--- config.mk ---
export PLATFORM = sky130hd
export DESIGN_NAME = dcl_link
export DESIGN_NICKNAME = d
export VERILOG_FILES = /design/src/design/dcl_pkg.sv /design/src/design/dcl_link.sv /design/src/design/dcl_buf.sv
export VERILOG_INCLUDE_DIRS = /design/src /design/src/design
export SDC_FILE = /design/constraint.sdc
export NUM_CORES = 1
export LEC_CHECK = 0
export BUFFER_PORTS_ARGS = -buffer_cell sky130_fd_sc_hd__buf_2
export CORE_UTILIZATION = 39
export CTS_CLUSTER_DIAMETER = 50
export DETAILED_ROUTE_END_ITERATION = 8
export PLACE_DENSITY = 0.61
export SLEW_MARGIN = 30
export SYNTH_ARGS = -nofsm -noshare
export SYNTH_HDL_FRONTEND = slang
export SYNTH_SLANG_ARGS = --single-unit
--- constraint.sdc ---
create_clock -name core_clk -period 12 [get_ports core_clk]
set_input_delay 1.2 -clock core_clk [delete_from_list [all_inputs] [get_ports core_clk]]
set_output_delay 1.2 -clock core_clk [all_outputs]
set_load 0.005 [all_outputs]
--- src/design/dcl_map.svh ---
// Named offsets, field positions, reset values and command codes of the
// cascaded serial command link. Definitions only; no logic.
`ifndef DCL_MAP_SVH
`define DCL_MAP_SVH

// Word and frame framing
`define DCL_WORD_W 16
`define DCL_BIT_LAST 5'h10
`define DCL_RUN_END 5'h11
`define DCL_RUN_MAX 5'h12
`define DCL_GROUP_BITS 7'h33
`define DCL_GRP_TOP 50
`define DCL_OWN_CUT 33
`define DCL_HIST_KEEP 31
// Forwarding line: one group plus the end run
`define DCL_LINE_TOP 68
`define DCL_LINE_NEXT 67
`define DCL_LINE_DROP 17
`define DCL_HDR_KEEP 16
`define DCL_LINE_LEN 12'h045
// Header fields: command id in the upper byte, chip index low
`define DCL_ID_HI 15
`define DCL_ID_LO 8
`define DCL_IDX_HI 4
`define DCL_LEN_HI 5
// Command identifiers (values are arbitrary)
`define DCL_ID_CHIP_INDEX 8'hA0
`define DCL_ID_VSYNC 8'hA1
`define DCL_ID_MATRIX_POWER_SAVE_COMMAND 8'hA2
`define DCL_ID_SOFT_RESET 8'hA3
`define DCL_ID_WR_BCAST 8'hA4
`define DCL_ID_WR_GS 8'hA5
`define DCL_ID_WR_CHAIN 8'hA6
`define DCL_ID_READ 8'hA7
// Reset values
`define DCL_RST_ADDR 5'h00
`define DCL_RST_CHAIN 6'h01

`endif

--- src/design/dcl_pkg.sv ---
// Types shared by the serial command link and its data buffer.
// Assumes dcl_map.svh supplies the numeric constants.
package dcl_pkg;
    typedef enum logic [1:0] {
        DCL_IDLE = 2'b00,
        DCL_HEAD = 2'b01,
        DCL_DATA = 2'b10
    } dcl_state_t;

    typedef struct packed {
        logic [7:0] cmd_id;
        logic [47:0] data;
    } dcl_group_t;

    typedef struct packed {
        logic outputs_off;
        logic power_save;
        logic matrix_save;
    } dcl_mode_t;

    // Check bit is the inverse of the last data bit sent
    function automatic logic [16:0] dcl_frame_word(input logic [15:0] d);
        return {d, ~d[0]};
    endfunction : dcl_frame_word
endpackage : dcl_pkg

--- src/design/dcl_link.sv ---
// Cascaded serial command link: frame receiver, chain forwarding,
// synchronized frame sync and power-save control.
// Assumes the link clock and data arrive asynchronously and are
// oversampled by core_clk (40 MHz) at least four times per link edge.
// Summary of operation
// [RULE1] Controller idles data line high
// [RULE2] Controller runs link clock continuously
// [RULE3] High-to-low data transition starts frame
// [RULE4] Header is 16 bits plus check
// [RULE5] Per-device group: three 17-bit words
// [RULE6] Eighteen ones end frame, back idle
// [RULE7] Check bit inverts last data bit
// [RULE8] New start accepted right after end
// [RULE9] Data sampled on both clock edges
// [RULE10] Up to 32 devices, addresses 0..0x1F
// [RULE11] Chip index: adopt, increment, forward
// [RULE12] Command id selects broadcast or addressed
// [RULE13] Frame sync fires together chain-wide
// [RULE14] Delay sync by length minus address
// [RULE15] Controller sends sync to first device
// [RULE16] Zero data plus matrix command: off
// [RULE17] Matrix save exit needs command too
// [RULE18] Zero next frame: save at sync
// [RULE19] Non-zero data leaves save at once
// [RULE20] Supply lockout resets all registers; the group storage mem_reg in dcl_buf has no reset
// [RULE21] Fault indications force channels off
// [RULE22] Serial output forwards and returns data
// [RULE23] Addressed write keeps last 51 bits
// [RULE24] Read inserts own 48-bit word
// [RULE25] Words travel most significant bit first
// [RULE26] Unknown command ignored but forwarded
// [RULE27] Check mismatch flagged, word not committed
`timescale 1ns/1ps
`default_nettype none
`include "dcl_map.svh"
module dcl_link import dcl_pkg::*; (
    // Clock and reset (reset_n driven by supply lockout)
    input wire logic core_clk,
    input wire logic reset_n,
    // Serial link
    input wire logic serial_link_clk,
    input wire logic serial_data_input,
    output logic serial_data_output,
    // Fault indications
    input wire logic overtemp_entry_condition,
    input wire logic ref_short_entry_condition,
    // Received data groups
    output logic group_valid,
    input wire logic group_ready,
    output dcl_group_t group_data,
    // Status
    output logic frame_sync_pulse,
    output dcl_mode_t mode_status,
    output logic [4:0] chip_address,
    output logic framing_error,
    output logic group_overflow
);
    // ==========================================================
    // Input synchronisers
    logic clk_s1_reg, clk_s2_reg, clk_s3_reg;
    logic sin_s1_reg, sin_s2_reg;
    logic ot_s1_reg, ot_s2_reg, rs_s1_reg, rs_s2_reg;
    logic link_edge;
    logic bit_in;

    always_ff @(posedge core_clk or negedge reset_n) begin
        if (!reset_n) begin
            clk_s1_reg <= 1'b0;
            clk_s2_reg <= 1'b0;
            clk_s3_reg <= 1'b0;
            sin_s1_reg <= 1'b1;
            sin_s2_reg <= 1'b1;
            ot_s1_reg <= 1'b0;
            ot_s2_reg <= 1'b0;
            rs_s1_reg <= 1'b0;
            rs_s2_reg <= 1'b0;
        end else begin
            clk_s1_reg <= serial_link_clk;
            clk_s2_reg <= clk_s1_reg;
            clk_s3_reg <= clk_s2_reg;
            sin_s1_reg <= serial_data_input;
            sin_s2_reg <= sin_s1_reg;
            ot_s1_reg <= overtemp_entry_condition;
            ot_s2_reg <= ot_s1_reg;
            rs_s1_reg <= ref_short_entry_condition;
            rs_s2_reg <= rs_s1_reg;
        end
    end

    // Either link clock edge takes one bit
    assign link_edge = clk_s2_reg ^ clk_s3_reg; // RULE9
    assign bit_in = sin_s2_reg;

    // ==========================================================
    // Frame receiver
    dcl_state_t state_reg;
    logic [4:0] bit_cnt_reg;
    logic [4:0] ones_cnt_reg;
    logic [15:0] shift_reg;
    logic [16:0] cur_word;
    logic [15:0] cur_data;
    logic [7:0] cur_id;
    logic chk_ok;
    logic end_det;
    logic word_end;
    logic run_word;

    assign cur_word = {shift_reg, bit_in}; // RULE25
    assign cur_data = cur_word[16:1];
    assign cur_id = cur_data[`DCL_ID_HI:`DCL_ID_LO];
    assign chk_ok = (cur_word[0] == ~cur_word[1]); // RULE7
    // End run counted from a word boundary, so the group lines up in the
    // forwarding line whatever the last check bit was
    assign end_det = link_edge && (state_reg != DCL_IDLE) && bit_in
        && (ones_cnt_reg >= `DCL_RUN_END) && (bit_cnt_reg == 5'h00); // RULE6
    // Seventeen ones are the end run crossing a word boundary, not a word
    assign run_word = &cur_word;
    assign word_end = link_edge && (state_reg != DCL_IDLE) && !end_det
        && (bit_cnt_reg == `DCL_BIT_LAST); // RULE4 RULE5

    always_ff @(posedge core_clk or negedge reset_n) begin
        if (!reset_n) begin
            ones_cnt_reg <= 5'h00;
            shift_reg <= 16'h0000;
        end else if (link_edge) begin
            shift_reg <= cur_word[15:0];
            if (!bit_in) begin
                ones_cnt_reg <= 5'h00;
            end else if (ones_cnt_reg != `DCL_RUN_MAX) begin
                ones_cnt_reg <= ones_cnt_reg + 5'h01;
            end
        end
    end

    always_ff @(posedge core_clk or negedge reset_n) begin
        if (!reset_n) begin
            state_reg <= DCL_IDLE;
            bit_cnt_reg <= 5'h00;
        end else if (link_edge) begin
            case (state_reg)
                DCL_IDLE: begin
                    // A run of ones, even an end run, may be followed at once
                    if (!bit_in && ones_cnt_reg != 5'h00) begin // RULE3 RULE8
                        state_reg <= DCL_HEAD;
                        bit_cnt_reg <= 5'h00;
                    end
                end
                DCL_HEAD, DCL_DATA: begin
                    if (end_det) begin
                        state_reg <= DCL_IDLE; // RULE6
                    end else if (word_end) begin
                        state_reg <= DCL_DATA;
                        bit_cnt_reg <= 5'h00;
                    end else begin
                        bit_cnt_reg <= bit_cnt_reg + 5'h01;
                    end
                end
                default: begin
                    state_reg <= DCL_IDLE;
                end
            endcase
        end
    end

    // ==========================================================
    // Header and data capture
    logic [7:0] head_id_reg;
    logic head_ok_reg;
    logic [47:0] hist_reg;
    logic [2:0] hist_ok_reg;
    logic [1:0] nwords_reg;
    logic err_reg;
    logic hdr_ok;
    logic known_id;

    always_comb begin
        case (cur_id)
            `DCL_ID_CHIP_INDEX, `DCL_ID_VSYNC, `DCL_ID_MATRIX_POWER_SAVE_COMMAND, `DCL_ID_SOFT_RESET,
            `DCL_ID_WR_BCAST, `DCL_ID_WR_GS, `DCL_ID_WR_CHAIN,
            `DCL_ID_READ: known_id = 1'b1; // RULE12
            default: known_id = 1'b0; // RULE26
        endcase
    end

    // Unknown ids and bad headers act on nothing; forwarding is unaffected
    assign hdr_ok = word_end && (state_reg == DCL_HEAD) && chk_ok && known_id; // RULE26 RULE27

    always_ff @(posedge core_clk or negedge reset_n) begin
        if (!reset_n) begin
            head_id_reg <= 8'h00;
            head_ok_reg <= 1'b0;
            hist_reg <= 48'h000000000000;
            hist_ok_reg <= 3'h0;
            nwords_reg <= 2'h0;
            err_reg <= 1'b0;
        end else begin
            err_reg <= word_end && !chk_ok && !run_word; // RULE27
            if (word_end && state_reg == DCL_HEAD) begin
                head_id_reg <= cur_id;
                head_ok_reg <= hdr_ok;
                nwords_reg <= 2'h0;
            end else if (word_end && !run_word) begin
                hist_reg <= {hist_reg[`DCL_HIST_KEEP:0], cur_data}; // RULE5
                hist_ok_reg <= {hist_ok_reg[1:0], chk_ok};
                if (nwords_reg != 2'h3) begin
                    nwords_reg <= nwords_reg + 2'h1;
                end
            end
        end
    end

    assign framing_error = err_reg;

    // ==========================================================
    // Command actions
    logic [4:0] addr_reg;
    logic [5:0] chain_len_reg;
    logic hdr_chip, hdr_vsync, hdr_matrix_power_save_command, hdr_soft;
    logic grp_ok, end_gs, end_bcast, end_chain, end_read;

    assign hdr_chip = hdr_ok && (cur_id == `DCL_ID_CHIP_INDEX);
    assign hdr_vsync = hdr_ok && (cur_id == `DCL_ID_VSYNC);
    assign hdr_matrix_power_save_command = hdr_ok && (cur_id == `DCL_ID_MATRIX_POWER_SAVE_COMMAND);
    assign hdr_soft = hdr_ok && (cur_id == `DCL_ID_SOFT_RESET);
    // A group is used only when all three words passed their check
    assign grp_ok = end_det && head_ok_reg && (nwords_reg == 2'h3) && (&hist_ok_reg); // RULE27
    assign end_gs = grp_ok && (head_id_reg == `DCL_ID_WR_GS);
    assign end_bcast = grp_ok && (head_id_reg == `DCL_ID_WR_BCAST);
    assign end_chain = grp_ok && (head_id_reg == `DCL_ID_WR_CHAIN);
    assign end_read = end_det && head_ok_reg && (head_id_reg == `DCL_ID_READ);

    always_ff @(posedge core_clk or negedge reset_n) begin
        if (!reset_n) begin
            addr_reg <= `DCL_RST_ADDR; // RULE20
        end else if (hdr_chip) begin
            addr_reg <= cur_data[`DCL_IDX_HI:0]; // RULE10 RULE11
        end
    end

    always_ff @(posedge core_clk or negedge reset_n) begin
        if (!reset_n) begin
            chain_len_reg <= `DCL_RST_CHAIN;
        end else if (hdr_soft) begin
            chain_len_reg <= `DCL_RST_CHAIN;
        end else if (end_chain) begin
            chain_len_reg <= hist_reg[`DCL_LEN_HI:0]; // RULE14
        end
    end

    assign chip_address = addr_reg;

    // ==========================================================
    // Forwarding line to the next device
    logic [`DCL_LINE_TOP:0] line_reg;
    logic [`DCL_GRP_TOP:0] inj_reg;
    logic [6:0] inj_cnt_reg;
    logic [`DCL_GRP_TOP:0] own_bits;
    logic [16:0] chip_fwd;

    assign chip_fwd = dcl_frame_word({cur_id, 3'h0, cur_data[`DCL_IDX_HI:0] + 5'h01});
    assign own_bits = {dcl_frame_word(`DCL_WORD_W'(addr_reg)),
        dcl_frame_word(`DCL_WORD_W'(chain_len_reg)),
        dcl_frame_word(`DCL_WORD_W'(mode_status))};

    always_ff @(posedge core_clk or negedge reset_n) begin
        if (!reset_n) begin
            line_reg <= '1;
            inj_reg <= '1;
            inj_cnt_reg <= 7'h00;
        end else if (link_edge) begin
            if (end_read) begin
                // Own group goes ahead of the end run; the rest is fed in
                line_reg <= {line_reg[`DCL_LINE_NEXT:`DCL_LINE_DROP],
                    own_bits[`DCL_GRP_TOP:`DCL_OWN_CUT]}; // RULE24
                inj_reg <= {own_bits[`DCL_OWN_CUT-1:0], {`DCL_RUN_MAX{1'b1}}};
                inj_cnt_reg <= `DCL_GROUP_BITS;
            end else if (end_gs) begin
                line_reg <= '1; // RULE23
            end else if (hdr_chip) begin
                line_reg <= {line_reg[`DCL_LINE_NEXT:`DCL_HDR_KEEP], chip_fwd}; // RULE11
            end else if (inj_cnt_reg != 7'h00) begin
                // Limitation: upstream bits arriving during insertion are not passed on
                line_reg <= {line_reg[`DCL_LINE_NEXT:0], inj_reg[`DCL_GRP_TOP]};
                inj_reg <= {inj_reg[`DCL_GRP_TOP-1:0], 1'b1};
                inj_cnt_reg <= inj_cnt_reg - 7'h01;
            end else begin
                line_reg <= {line_reg[`DCL_LINE_NEXT:0], bit_in};
            end
        end
    end

    assign serial_data_output = line_reg[`DCL_LINE_TOP]; // RULE22 RULE25

    // ==========================================================
    // Synchronized frame sync
    logic vs_pend_reg;
    logic [11:0] vs_cnt_reg;
    logic [5:0] vs_diff;
    logic [11:0] vs_delay;
    logic sync_reg;

    // Each hop adds one forwarding line of delay
    assign vs_diff = chain_len_reg - {1'b0, addr_reg};
    assign vs_delay = (vs_diff == 6'h00) ? `DCL_LINE_LEN : 12'(vs_diff) * `DCL_LINE_LEN;

    always_ff @(posedge core_clk or negedge reset_n) begin
        if (!reset_n) begin
            vs_pend_reg <= 1'b0;
            vs_cnt_reg <= 12'h000;
            sync_reg <= 1'b0;
        end else begin
            sync_reg <= 1'b0;
            if (hdr_vsync) begin
                vs_pend_reg <= 1'b1; // RULE13
                vs_cnt_reg <= vs_delay; // RULE14
            end else if (vs_pend_reg && link_edge) begin
                if (vs_cnt_reg == 12'h001) begin
                    vs_pend_reg <= 1'b0;
                    sync_reg <= 1'b1;
                end else begin
                    vs_cnt_reg <= vs_cnt_reg - 12'h001;
                end
            end
        end
    end

    assign frame_sync_pulse = sync_reg;

    // ==========================================================
    // Power save and channel shutdown
    logic zero_reg, nz_frame_reg, matrix_power_save_command_reg, ps_reg, mps_reg, off_reg;
    logic nz_evt;

    assign nz_evt = end_gs && (hist_reg != 48'h000000000000);

    always_ff @(posedge core_clk or negedge reset_n) begin
        if (!reset_n) begin
            zero_reg <= 1'b0;
            nz_frame_reg <= 1'b0;
            matrix_power_save_command_reg <= 1'b0;
        end else if (sync_reg || hdr_soft) begin
            zero_reg <= !hdr_soft;
            nz_frame_reg <= 1'b0;
            matrix_power_save_command_reg <= 1'b0;
        end else begin
            if (nz_evt) begin
                zero_reg <= 1'b0;
                nz_frame_reg <= 1'b1;
            end
            if (hdr_matrix_power_save_command) begin
                matrix_power_save_command_reg <= 1'b1;
            end
        end
    end

    always_ff @(posedge core_clk or negedge reset_n) begin
        if (!reset_n) begin
            ps_reg <= 1'b0;
        end else if (nz_evt || hdr_soft) begin
            ps_reg <= 1'b0; // RULE19
        end else if (sync_reg && zero_reg) begin
            ps_reg <= 1'b1; // RULE18
        end
    end

    always_ff @(posedge core_clk or negedge reset_n) begin
        if (!reset_n) begin
            mps_reg <= 1'b0;
        end else if (hdr_soft || ((nz_evt || nz_frame_reg) && (hdr_matrix_power_save_command || matrix_power_save_command_reg))) begin
            mps_reg <= 1'b0; // RULE17
        end else if (sync_reg && zero_reg && matrix_power_save_command_reg) begin
            mps_reg <= 1'b1; // RULE16
        end
    end

    always_ff @(posedge core_clk or negedge reset_n) begin
        if (!reset_n) begin
            off_reg <= 1'b0;
        end else begin
            off_reg <= ps_reg || mps_reg || ot_s2_reg || rs_s2_reg; // RULE18 RULE21
        end
    end

    assign mode_status = '{outputs_off: off_reg, power_save: ps_reg, matrix_save: mps_reg};

    // ==========================================================
    // Data groups to the user side
    logic push_ready;
    logic push_valid;
    logic ovf_reg;

    assign push_valid = end_gs || end_bcast; // RULE12 RULE23

    dcl_buf u_buf (
        .core_clk(core_clk),
        .reset_n(reset_n),
        .in_valid(push_valid),
        .in_ready(push_ready),
        .in_data('{cmd_id: head_id_reg, data: hist_reg}),
        .out_valid(group_valid),
        .out_ready(group_ready),
        .out_data(group_data)
    );

    // The link cannot stall, so a third unread group is reported
    always_ff @(posedge core_clk or negedge reset_n) begin
        if (!reset_n) begin
            ovf_reg <= 1'b0;
        end else begin
            ovf_reg <= push_valid && !push_ready;
        end
    end

    assign group_overflow = ovf_reg;
endmodule : dcl_link
`default_nettype wire

--- src/design/dcl_buf.sv ---
// Two-entry buffer for received data groups, valid/ready on both sides.
// Assumes one clock domain with the link receiver.
`timescale 1ns/1ps
`default_nettype none
module dcl_buf import dcl_pkg::*; (
    // Clock and reset
    input wire logic core_clk,
    input wire logic reset_n,
    // Filling side
    input wire logic in_valid,
    output logic in_ready,
    input wire dcl_group_t in_data,
    // Draining side
    output logic out_valid,
    input wire logic out_ready,
    output dcl_group_t out_data
);
    dcl_group_t mem_reg [2];
    logic wr_ptr_reg;
    logic rd_ptr_reg;
    logic [1:0] count_reg;
    logic push;
    logic pop;

    assign in_ready = (count_reg != 2'h2);
    assign out_valid = (count_reg != 2'h0);
    assign out_data = mem_reg[rd_ptr_reg];
    assign push = in_valid && in_ready;
    assign pop = out_valid && out_ready;

    always_ff @(posedge core_clk) begin
        if (push) begin
            mem_reg[wr_ptr_reg] <= in_data;
        end
    end

    always_ff @(posedge core_clk or negedge reset_n) begin
        if (!reset_n) begin
            wr_ptr_reg <= 1'b0;
            rd_ptr_reg <= 1'b0;
            count_reg <= 2'h0;
        end else begin
            if (push) begin
                wr_ptr_reg <= ~wr_ptr_reg;
            end
            if (pop) begin
                rd_ptr_reg <= ~rd_ptr_reg;
            end
            if (push && !pop) begin
                count_reg <= count_reg + 2'h1;
            end else if (pop && !push) begin
                count_reg <= count_reg - 2'h1;
            end
        end
    end
endmodule : dcl_buf
`default_nettype wire

After elaboration in Yosys (flattened, before gate mapping)
Memories as Yosys holds them, arrays and structs flattened.
Index checks and enable logic that the tools add are counted.
{"block": "classes", "mux": 52, "n_eq_ne": 28, "n_reduce_logical": 83, "order_cmp": 1, "bitwise": 9, "mul": 1, "n_addsub": 9}
{"operator": "$mux W51", "count": 4}
{"operator": "$mux W69", "count": 2}
{"operator": "$eq A8 B8 Y1 const B", "count": 12}
{"operator": "$mux W12", "count": 4}
{"operator": "$reduce_bool A48 Y1", "count": 1}
{"operator": "$logic_and A1 B1 Y1", "count": 34}
{"operator": "$mux W7", "count": 4}
{"operator": "$reduce_bool A2 Y1", "count": 14}
{"operator": "$mux W5", "count": 5}
{"operator": "$mux W1", "count": 20}
{"operator": "$mux W17", "count": 1}
{"operator": "$reduce_and A17 Y1", "count": 1}
{"operator": "$mux W2", "count": 8}
{"operator": "$add A5 B1 Y5 const B", "count": 3}
{"operator": "$eq A12 B1 Y1 const B", "count": 1}
{"operator": "$mul A6 B7 Y12 const B", "count": 1}
{"operator": "$mux W6", "count": 2}
{"operator": "$sub A12 B1 Y12 const B", "count": 1}
{"operator": "$ne A2 B2 Y1 const B", "count": 5}
{"operator": "$pmux W5 S2", "count": 1}
{"operator": "$reduce_and A2 Y1", "count": 5}
{"operator": "$logic_or A1 B1 Y1", "count": 9}
{"operator": "$logic_not A1 Y1", "count": 8}
{"operator": "$not A1 Y1", "count": 8}
{"operator": "23 further kinds", "count": 29}
{"block": "word_totals", "in_bits": 7, "wordCells": 221, "out_inout_bits": 69, "reg_bits": 263, "n_memories": 1, "ram_bits": 112}
{"memory": "u_buf.mem_reg", "words": 2, "word_bits": 56, "read_ports": 1, "rd_clocked_by_memory_dff": 0, "write_ports": 1, "line": "dcl_buf.sv:18", "rtl": "dcl_group_t mem_reg [2];"}

Logic depth before layout (Yosys ltp)
Gate-level depths: netlist of run 1.
{"block": "logic_depth", "ltp_word": 16, "ltp_mapped": 16, "depth_no_buf": 16}

Hierarchy
From an unflattened synthesis of run 1, not the netlist that was laid out.
{"block": "unflattened", "cells_unflattened": 1285, "area_unflattened_um2": 15667.5}
{"module": "dcl_link", "cells_per_inst": 1093, "area_per_inst_um2": 11312.1, "instances": 1, "seq_area_each_um2": 6162.2}
{"module": "dcl_buf", "cells_per_inst": 192, "area_per_inst_um2": 4355.4, "instances": 1, "seq_area_each_um2": 3463.3}

Least setup slack after synthesis of run 1
OpenSTA, ideal clock, no wires.
{"block": "synth_timing", "kind": "register to register", "from": "register state_reg[0]", "to": "memory u_buf.mem_reg[0][0] (netlist bit), enable pin", "period_less_slack_ns": 7.510, "setup_ns": 0.608, "path_slack_ns": 4.490, "arrival_ns": 6.902, "path_buffers": 0, "path_stages_with_launch": 7, "path_cell_list": "dfrtp_1 > inv_1 > ha_1 > or4b_4 > nor2_1 > nand4_1 > nor4_1"}
{"block": "synth_via", "elab_chain_cells": 13, "elab_cells_between_ends": 14, "cone_classes": "mux: 2; reduce/logical: 12"}
{"element": "start: declaration", "line": "dcl_link.sv:96", "rtl": "dcl_state_t state_reg;"}
{"element": "start signal: assignment", "line": "dcl_link.sv:137", "rtl": "state_reg <= DCL_IDLE;"}
{"element": "start signal: assignment", "line": "dcl_link.sv:144", "rtl": "state_reg <= DCL_HEAD;"}
{"element": "start signal: assignment", "line": "dcl_link.sv:150", "rtl": "state_reg <= DCL_IDLE;"}
{"element": "$reduce_bool A2 Y1 *", "line": "dcl_link.sv:114", "rtl": "assign end_det = link_edge && (state_reg != DCL_IDLE) && bit_in"}
{"element": "$logic_and A1 B1 Y1 * (4 in series)", "line": "dcl_link.sv:114"}
{"element": "$logic_and A1 B1 Y1 * (3 in series)", "line": "dcl_link.sv:226", "rtl": "assign grp_ok = end_det && head_ok_reg && (nwords_reg == 2'h3) && (&hist_ok_reg);"}
{"element": "$logic_and A1 B1 Y1 (on tied branches)", "line": "dcl_link.sv:227, dcl_link.sv:228"}
{"element": "$logic_or A1 B1 Y1 *", "line": "dcl_link.sv:392", "rtl": "assign push_valid = end_gs || end_bcast;"}
{"element": "$logic_and A1 B1 Y1 *", "line": "dcl_buf.sv:28", "rtl": "assign push = in_valid && in_ready;"}
{"element": "$mux W1 *", "line": "dcl_buf.sv:32", "rtl": "if (push) begin"}
{"element": "$mux W1 (not written as such) *", "line": "dcl_buf.sv:33", "rtl": "mem_reg[wr_ptr_reg] <= in_data;"}
{"element": "end: declaration", "line": "dcl_buf.sv:18"}
Mark *: on every way between the ends. The rest lies on a longest branch, timed or not.

Worst setup path in the final report of run 1
{"block": "layout_timing", "from": "register chain_len_reg[0]", "to": "register vs_cnt_reg[10]"}
{"block": "layout_via", "elab_chain_cells": 4, "elab_cells_between_ends": 5, "cone_classes": "add/sub: 1; mul: 1; mux: 2; reduce/logical: 1"}
{"element": "start: declaration", "line": "dcl_link.sv:217", "rtl": "logic [5:0] chain_len_reg;"}
{"element": "start signal: assignment", "line": "dcl_link.sv:242", "rtl": "chain_len_reg <= `DCL_RST_CHAIN;"}
{"element": "start signal: assignment", "line": "dcl_link.sv:244", "rtl": "chain_len_reg <= `DCL_RST_CHAIN;"}
{"element": "start signal: assignment", "line": "dcl_link.sv:246", "rtl": "chain_len_reg <= hist_reg[`DCL_LEN_HI:0];"}
{"element": "$sub A6 B5 Y6 *", "line": "dcl_link.sv:303", "rtl": "assign vs_diff = chain_len_reg - {1'b0, addr_reg};"}
{"element": "$mul A6 B7 Y12 (no line) or $logic_not A6 Y1 (tied branches)"}
{"element": "$mux W12 (no line) *"}
{"element": "$mux W12 *", "line": "dcl_link.sv:313", "rtl": "if (hdr_vsync) begin"}
{"element": "end signal: assignment", "line": "dcl_link.sv:315", "rtl": "vs_cnt_reg <= vs_delay;"}
{"element": "end signal: assignment", "line": "dcl_link.sv:321", "rtl": "vs_cnt_reg <= vs_cnt_reg - 12'h001;"}
{"element": "end: declaration", "line": "dcl_link.sv:297", "rtl": "logic [11:0] vs_cnt_reg;"}
Marked as above.
A chain may end at the register's enable or synchronous reset.

==> results of run 1 <==
[where the power goes]
part	leakage [nW]	internal [mW]	switching (mW)
combinational	2.51	0.0915	0.131
clock	0.630	0.683	0.502
sequential	3.88	1.40	0.0858
[kinds of logic after synthesis]
logic type | Yosys count
adders and majority gates | 40
xor gates and xnor gates | 28
AOI/OAI and AO/OA | 248
muxes | 116
and+or+nand+nor | 410
buffers and inverters | 104
DFF | 357
[worst max path at each step]
stage	endpoint	cells after the start
after global routing	vs_cnt_reg[10]	16
after detailed placement	vs_cnt_reg[10]	16
after CTS	vs_cnt_reg[10]	16
final	vs_cnt_reg[10]	16
after floorplan	u_buf.mem_reg[0][0]	6
after global placement	vs_cnt_reg[10]	16
[cell usage in the layout (no fill, tap or decap), types with 19 or more instances in the layout]
cell type and n:
a21oi_1 100, buf_2 74, clkbuf_16 43, dfrtp_1 139, dfstp_2 105, edfxtp_1 112, ha_1 37, inv_1 29
mux2_2 108, nand2_1 119, nand3_1 45, nor2_1 131, nor4_1 19, o21ai_0 68
[worst max-delay path: cells and delay by family, from the launching register on]
kind | cells | cell delay [ns]
buffers and inverters | 2 | 0.14
and+or+nand+nor | 1 | 0.16
DFF | 1 | 0.55
adders and majority gates | 6 | 1.65
AOI/OAI and AO/OA | 5 | 0.74
xor gates and xnor gates | 2 | 0.75
[cell type report]
cell class	instances	share of cell area, %
Sequential cell	357	54.1
Clock inverter	20	0.886
Timing Repair Buffer	90	2.93
Clock buffer	57	6.46
Multi-Input combinational cell	842	31.4
Inverter	29	0.612
Tap cell	518	3.64
[through the flow]
step	instance area, sq um	instances	util [%]	power [mW]
global placement	16400	1835	42.2	1.72
finish	17800	1913	45.7	2.90
global route	17800	1913	45.7	3.03
floorplan	15500	1303	-	1.65
CTS	17700	1912	45.6	2.93
detailed placement	16400	1835	42.2	1.73
[per-layer routing]
metal	share of wire (%)	track usage, %
met3	4.7	3.17
met1	47	22.2
met2	47	25.5
met5	0	0
met4	1.4	3.90
==> metrics.yaml, run 1 <==
clocking:
  cts_resized: 0
  ctsHtreeMaxLevel: 2
  cts_buffers: 42
  cts_tree: "built"
  worstSkewPairLatency_ns: 0.55
  cts_sinks: 357
  clockRootBuffer: "clkbuf_16"
  clk_pin_slew_ns: 0.06
  cts_hold_buf: 0
  cts_setup_buffers: 0
  clockBufferDepth: 3
synth:
  syn_nets: 1350
  netlist_instances: 1303
  synthMuxAreaShare_pct: 8.35
  yosysSeqAreaShare_pct: 62.0
  ys_warn_count: 0
  yosys.cell_count.top_type: "dfrtp_1"
  synth_ff_type: "dfrtp_1"
  synth_top_cell_by_area: "dfrtp_1"
  synth_commonest_cells: "dfrtp_1 (140), nor2_1 (132), nand2_1 (119)"
  synth_top_family_by_area: "simple AND/OR/NAND/NOR gates"
  async_flop_share_pct: 68.6
  synthSimpleGateAreaFrac_pct: 12.6
  synth_fa_ha_area_share_pct: 3.37
  ys_ff_latch: 357
  ys_top_cells_by_area: "dfrtp_1 (23%), edfxtp_1 (22%), dfstp_2 (18%)"
  synth_compound_area_share_pct: 9.39
  synth-edff-count: 112
  synth-xor-area-share_pct: 1.58
  synth_area_per_cell_sq_um: 11.9
  syn_area_sq_um: 15500
  synth.distinct_cells: 63
  synth.top_cell.area_share_pct: 22.6
floorplan:
  fp.dieW_microns: 202
  die_h_microns: 202
  dieArea_sq_um: 40600
  num_io_pins: 76
  start_util_pct: 39.9
  core_sq_um: 38900
  rows: 72
hold_path:
  min-delay-start: "rs_s1_reg"
  whs_path_depth: 0
  hold-path-endpoint: "rs_s2_reg"
  hold_class: "reg2reg"
layout:
  diodes: 0
  seq_area_sq_um: 9630
  syn_to_final_growth_pct: 14.6
  drive_gt1_share_pct: 27.5
  nNetsFinal: 1409
  largest_reg_flops: 112
  multi_input_area_sq_um: 5580
  fill_cells: 3543
routing:
  wl_per_cell_microns: 16.8
  antenna_left: 0
  drcViolationCount: 0
  dr.pass1.iters: 5
  drt_iter0_drc: 778
  via_per_inst: 5.24
  wl_microns: 32200
  num_vias: 10000
worst_setup_path:
  crit_chain: "inv_1 > ha_1 > inv_1 > fa_1 > a21o_1 > a21oi_1 > xnor2_1 > ha_1 > ha_1 > ha_1 > fa_1 > and2_1 > o21ai_0 > o21ai_0 > xnor2_1 > o22ai_1"
  crit_type: "reg2reg"
  startpoint: "chain_len_reg[0]"
  max_stage_delay_ns: 0.60
  worstRegToRegCells: 16
  reg2reg_to: "vs_cnt_reg[10]"
  cp_data_required_time_ns: 12.38
  reg2reg_from: "chain_len_reg[0]"
  start_kind: "register"
  cp_max_fo: 6
  cpMostUsedCell: "ha_1"
  ff2ff_setup_slack_ns: 7.84
  slowest_stage: "xnor2_1"
  worstPathArrival_ns: 4.55
  end_kind: "register"
placement:
  port_buffers: 75
  place_ws_ns: 7.94
  hpwl_microns: 19800
  finalWeightedCongestion: 0.808
power_and_ir_drop:
  vdd_ir_drop_max_mv: 0.0931
  p_per_area_nw_per_um2: 163
  p_leak_nw: 7.02
timing:
  slew_headroom_pct: 40.6
  layout_setup_ws_ns: 7.84
  tns_ns: 0
  max_freq_mhz: 240
  finalCritPeriodShare_pct: 34.7
  rsz0062_at_grt: "no"
  finalHoldViolations: 0
  slew_violations: 0
  whs_ns: 0.348
  worst_pin_slew_ns: 0.888
  setup_viol: 0
  fin_skew_ns: 0.0195
  period_minus_slack_ns: 4.16
job:
  max_cap_violations: 0
grt:
  grt_max_degree: 114
  first_global_vias: 9758
  grt_pass1_wl_microns: 52700
  grt_usage_pct: 16.0
  grt.overflow.total: 0
  antenna_found_initial: 0
run_status:
  outcome: "complete, no violations"
Power figures use the tool's default switching activity.
==> run 2: changes to the inputs <==
ABC_AREA = 1   (was default)
clock period = 4.1 ns   (was 12 ns; I/O delays follow)
==> run 2 against run 1 <==
Effect of this change:
- critical endpoint is now vs_cnt_reg[8]
- sequential cell count did not move
- critical path depth rose by 3
- clock skew grew 0.0026 ns
- clock power increased to 3.2 times the previous value
- synthesized cell count is 31% higher
- count of clock-buffer cells in the layout rose by 4
- via count grew 15%
- final cell count rose by 23%
- sequential power grew to 2.8 times the previous value
- wire length rose by 9.0%
- the run now ends with design-rule violations left
- die area increased by 5.0%
==> metrics.yaml, run 2 <==
timing:
  worst_pin_slew_ns: 0.776  # -0.112 ns
  rsz0062_at_grt: "no"
  max_freq_mhz: 286  # +19%
  layout_setup_ws_ns: 0.604  # -7.23 ns
  period_minus_slack_ns: 3.50  # -0.668 ns
  finalHoldViolations: 0  # unchanged
  setup_viol: 0  # unchanged
  slew_violations: 0  # unchanged
  fin_skew_ns: 0.0220  # +0.00259 ns
  finalCritPeriodShare_pct: 85.3  # +51 points
  slew_headroom_pct: 48.1  # +7.5 points
  whs_ns: 0.181  # -0.167 ns
floorplan:
  dieArea_sq_um: 42700  # +5.0%
  fp.dieW_microns: 207  # +2.5%
  num_io_pins: 76  # unchanged
  core_sq_um: 41000  # +5.4%
  rows: 74  # +2.8%
  die_h_microns: 207  # +2.5%
  start_util_pct: 39.8  # -0.11 points
layout:
  seq_area_sq_um: 9630  # unchanged
  final_common_cell: "nand2_1"
  nNetsFinal: 1825  # +30%
  multi_input_area_sq_um: 5610  # +0.54%
  largest_reg_flops: 112  # unchanged
  stdcell_count: 2346  # +23%
  syn_to_final_growth_pct: 14.4
  diodes: 0  # unchanged
  fill_cells: 3888  # +9.7%
  final_cell_mix: "nand2_1 (509), inv_1 (173), dfrtp_1 (139)"
  drive_gt1_share_pct: 18.5  # -9.1 points
clocking:
  cts_sinks: 357  # unchanged
  clk_pin_slew_ns: 0.06  # about the same
  clockBufferDepth: 3  # unchanged
  cts_tree: "built"
  clockRootBuffer: "clkbuf_16"
  cts_resized: 0  # unchanged
  cts_setup_buffers: 0  # unchanged
  worstSkewPairLatency_ns: 0.56  # about the same
  ctsHtreeMaxLevel: 2  # unchanged
  cts_hold_buf: 4  # +4
  cts_buffers: 45  # +7.1%
grt:
  grt_usage_pct: 17.0  # +1.0 points
  grt_pass1_wl_microns: 57900  # +9.8%
  grt.overflow.total: 0  # unchanged
  antenna_found_initial: 0  # unchanged
  first_global_vias: 11400  # +16%
  grt_max_degree: 122  # +7.0%
routing:
  antenna_left: 0  # unchanged
  dr.pass1.iters: 7  # +2
  drt_iter0_drc: 664  # -15%
  wl_per_cell_microns: 15.0  # -11%
  wl_microns: 35100  # +9.0%
  drcViolationCount: 9  # +9
  via_per_inst: 4.90  # -6.4%
  num_vias: 11500  # +15%
power_and_ir_drop:
  p_leak_nw: 8.56  # +22%
  vdd_ir_drop_max_mv: 0.277  # +200%
  p_per_area_nw_per_um2: 509  # +210%
  power_mw: 9.50  # +230%
synth:
  synth.distinct_cells: 46  # -27%
  synth-edff-count: 112  # unchanged
  ys_ff_latch: 357  # unchanged
  synth_ff_type: "dfrtp_1"
  yosys.cell_count.top_type: "nand2_1"
  async_flop_share_pct: 68.6  # unchanged
  synth_area_per_cell_sq_um: 9.54  # -20%
  synth_commonest_cells: "nand2_1 (509), inv_1 (174), dfrtp_1 (140)"
  yosysSeqAreaShare_pct: 59.0  # -3.0 points
  netlist_instances: 1710  # +31%
  synth.top_cell.area_share_pct: 21.5  # -1.1 points
  ys_top_cells_by_area: "dfrtp_1 (21%), edfxtp_1 (21%), dfstp_2 (17%)"
  ys_warn_count: 0  # unchanged
  syn_nets: 1757  # +30%
  synth_top_cell_by_area: "dfrtp_1"
  syn_area_sq_um: 16300  # +5.1%
worst_setup_path:
  cp.depth: 19  # +3
  crit_family: "adder cells"
  critPathBufInv: 3  # +1
  cp_data_required_time_ns: 4.57  # -7.81 ns
  cp_max_fo: 4  # -2
  max_stage_delay_ns: 0.52  # -0.08 ns
  crit_chain: "inv_1 > ha_1 > inv_1 > fa_1 > nand3_1 > nand2_1 > nand2_1 > nand2_1 > inv_1 > ha_1 > ha_1 > ha_1 > fa_1 > nand2_1 > nand2_1 > xnor2_1 > nor2_1 > nand2_1 > a21oi_1"
  worstRegToRegCells: 19  # +3
  ff2ff_setup_slack_ns: 0.60  # -7.23 ns
  start_kind: "register"
  worstPathArrival_ns: 3.97  # -0.58 ns
  crit_type: "reg2reg"
  end_kind: "register"
  slowest_stage: "dfstp_2"
  cpMostUsedCell: "nand2_1"
placement:
  hpwl_microns: 22200  # +12%
  port_buffers: 75  # unchanged
  place_inst: 2257  # +23%
  place_ws_ns: 0.627  # -7.31 ns
  finalWeightedCongestion: 0.868  # +7.5%
job:
  max_cap_violations: 0  # unchanged
hold_path:
  whs_path_depth: 3  # +3
  hold_class: "in2reg"
run_status:
  violations: "design-rule violations"
  outcome: "finished with violations"
run 2: through the flow:
| stage | utilization [%] | TNS (ns) | area, sq um |
|---|---|---|---|
| detailed placement | 41.8 | 0 | 17100 |
| global route | 45.5 | 0 | 18700 |
| global placement | 41.7 | 0 | 17100 |
| floorplan | - | -14.66 | 16300 |
| CTS | 45.4 | 0 | 18600 |
| finish | 45.5 | 0 | 18700 |
run 2: cells by family (layout without fill, tap and decap cells):
kind of cell,Yosys count,in the layout,synth area share (%)
AO/OA/AOI/OAI,220,220,7.85
adder cells (fa/ha/maj),40,40,3.21
AND/OR/NAND/NOR,813,813,21.9
flip-flops,357,357,59.0
XOR/XNOR,24,24,1.29
buffers and inverters,256,360,6.75
run 2: metal layers:
layer	GRT usage, %	vias up	routed length [microns]
met5	0	-	0
met4	6.14	0	1050
met3	3.69	66	1600
met2	27.5	194	16300
met1	22.4	5517	16100
li1	-	5723	-
run 2: worst paths after layout:
path	from	end
worst max register to register	chain_len_reg[0]	vs_cnt_reg[8]
max in group asynchronous	reset_n	bit_in
worst min register to register	rs_s1_reg	rs_s2_reg
worst max-delay path	chain_len_reg[0]	vs_cnt_reg[8]
worst min-delay path	group_ready	u_buf.rd_ptr_reg
min in group asynchronous	reset_n	vs_cnt_reg[8]
run 2: final cells by class:
type	count	share of cell area, %
Clock buffer	61	6.68
Clock inverter	22	1.15
Inverter	179	3.61
Multi-Input combinational cell	1097	30.0
Sequential cell	357	51.6
Tap cell	532	3.57
Timing Repair Buffer	98	3.38
run 2: power breakdown:
| part | internal [mW] | switching [mW] | total, mW |
|---|---|---|---|
| Clock | 2.29 | 1.54 | 3.83 |
| Combinational | 0.535 | 0.939 | 1.47 |
| Sequential | 4.03 | 0.168 | 4.20 |
| Total | 6.85 | 2.65 | 9.50 |
run 2: worst min-delay path: stages:
cell and delay, ns:
buf_2 0.10, nand2_1 0.10, xor2_1 0.08
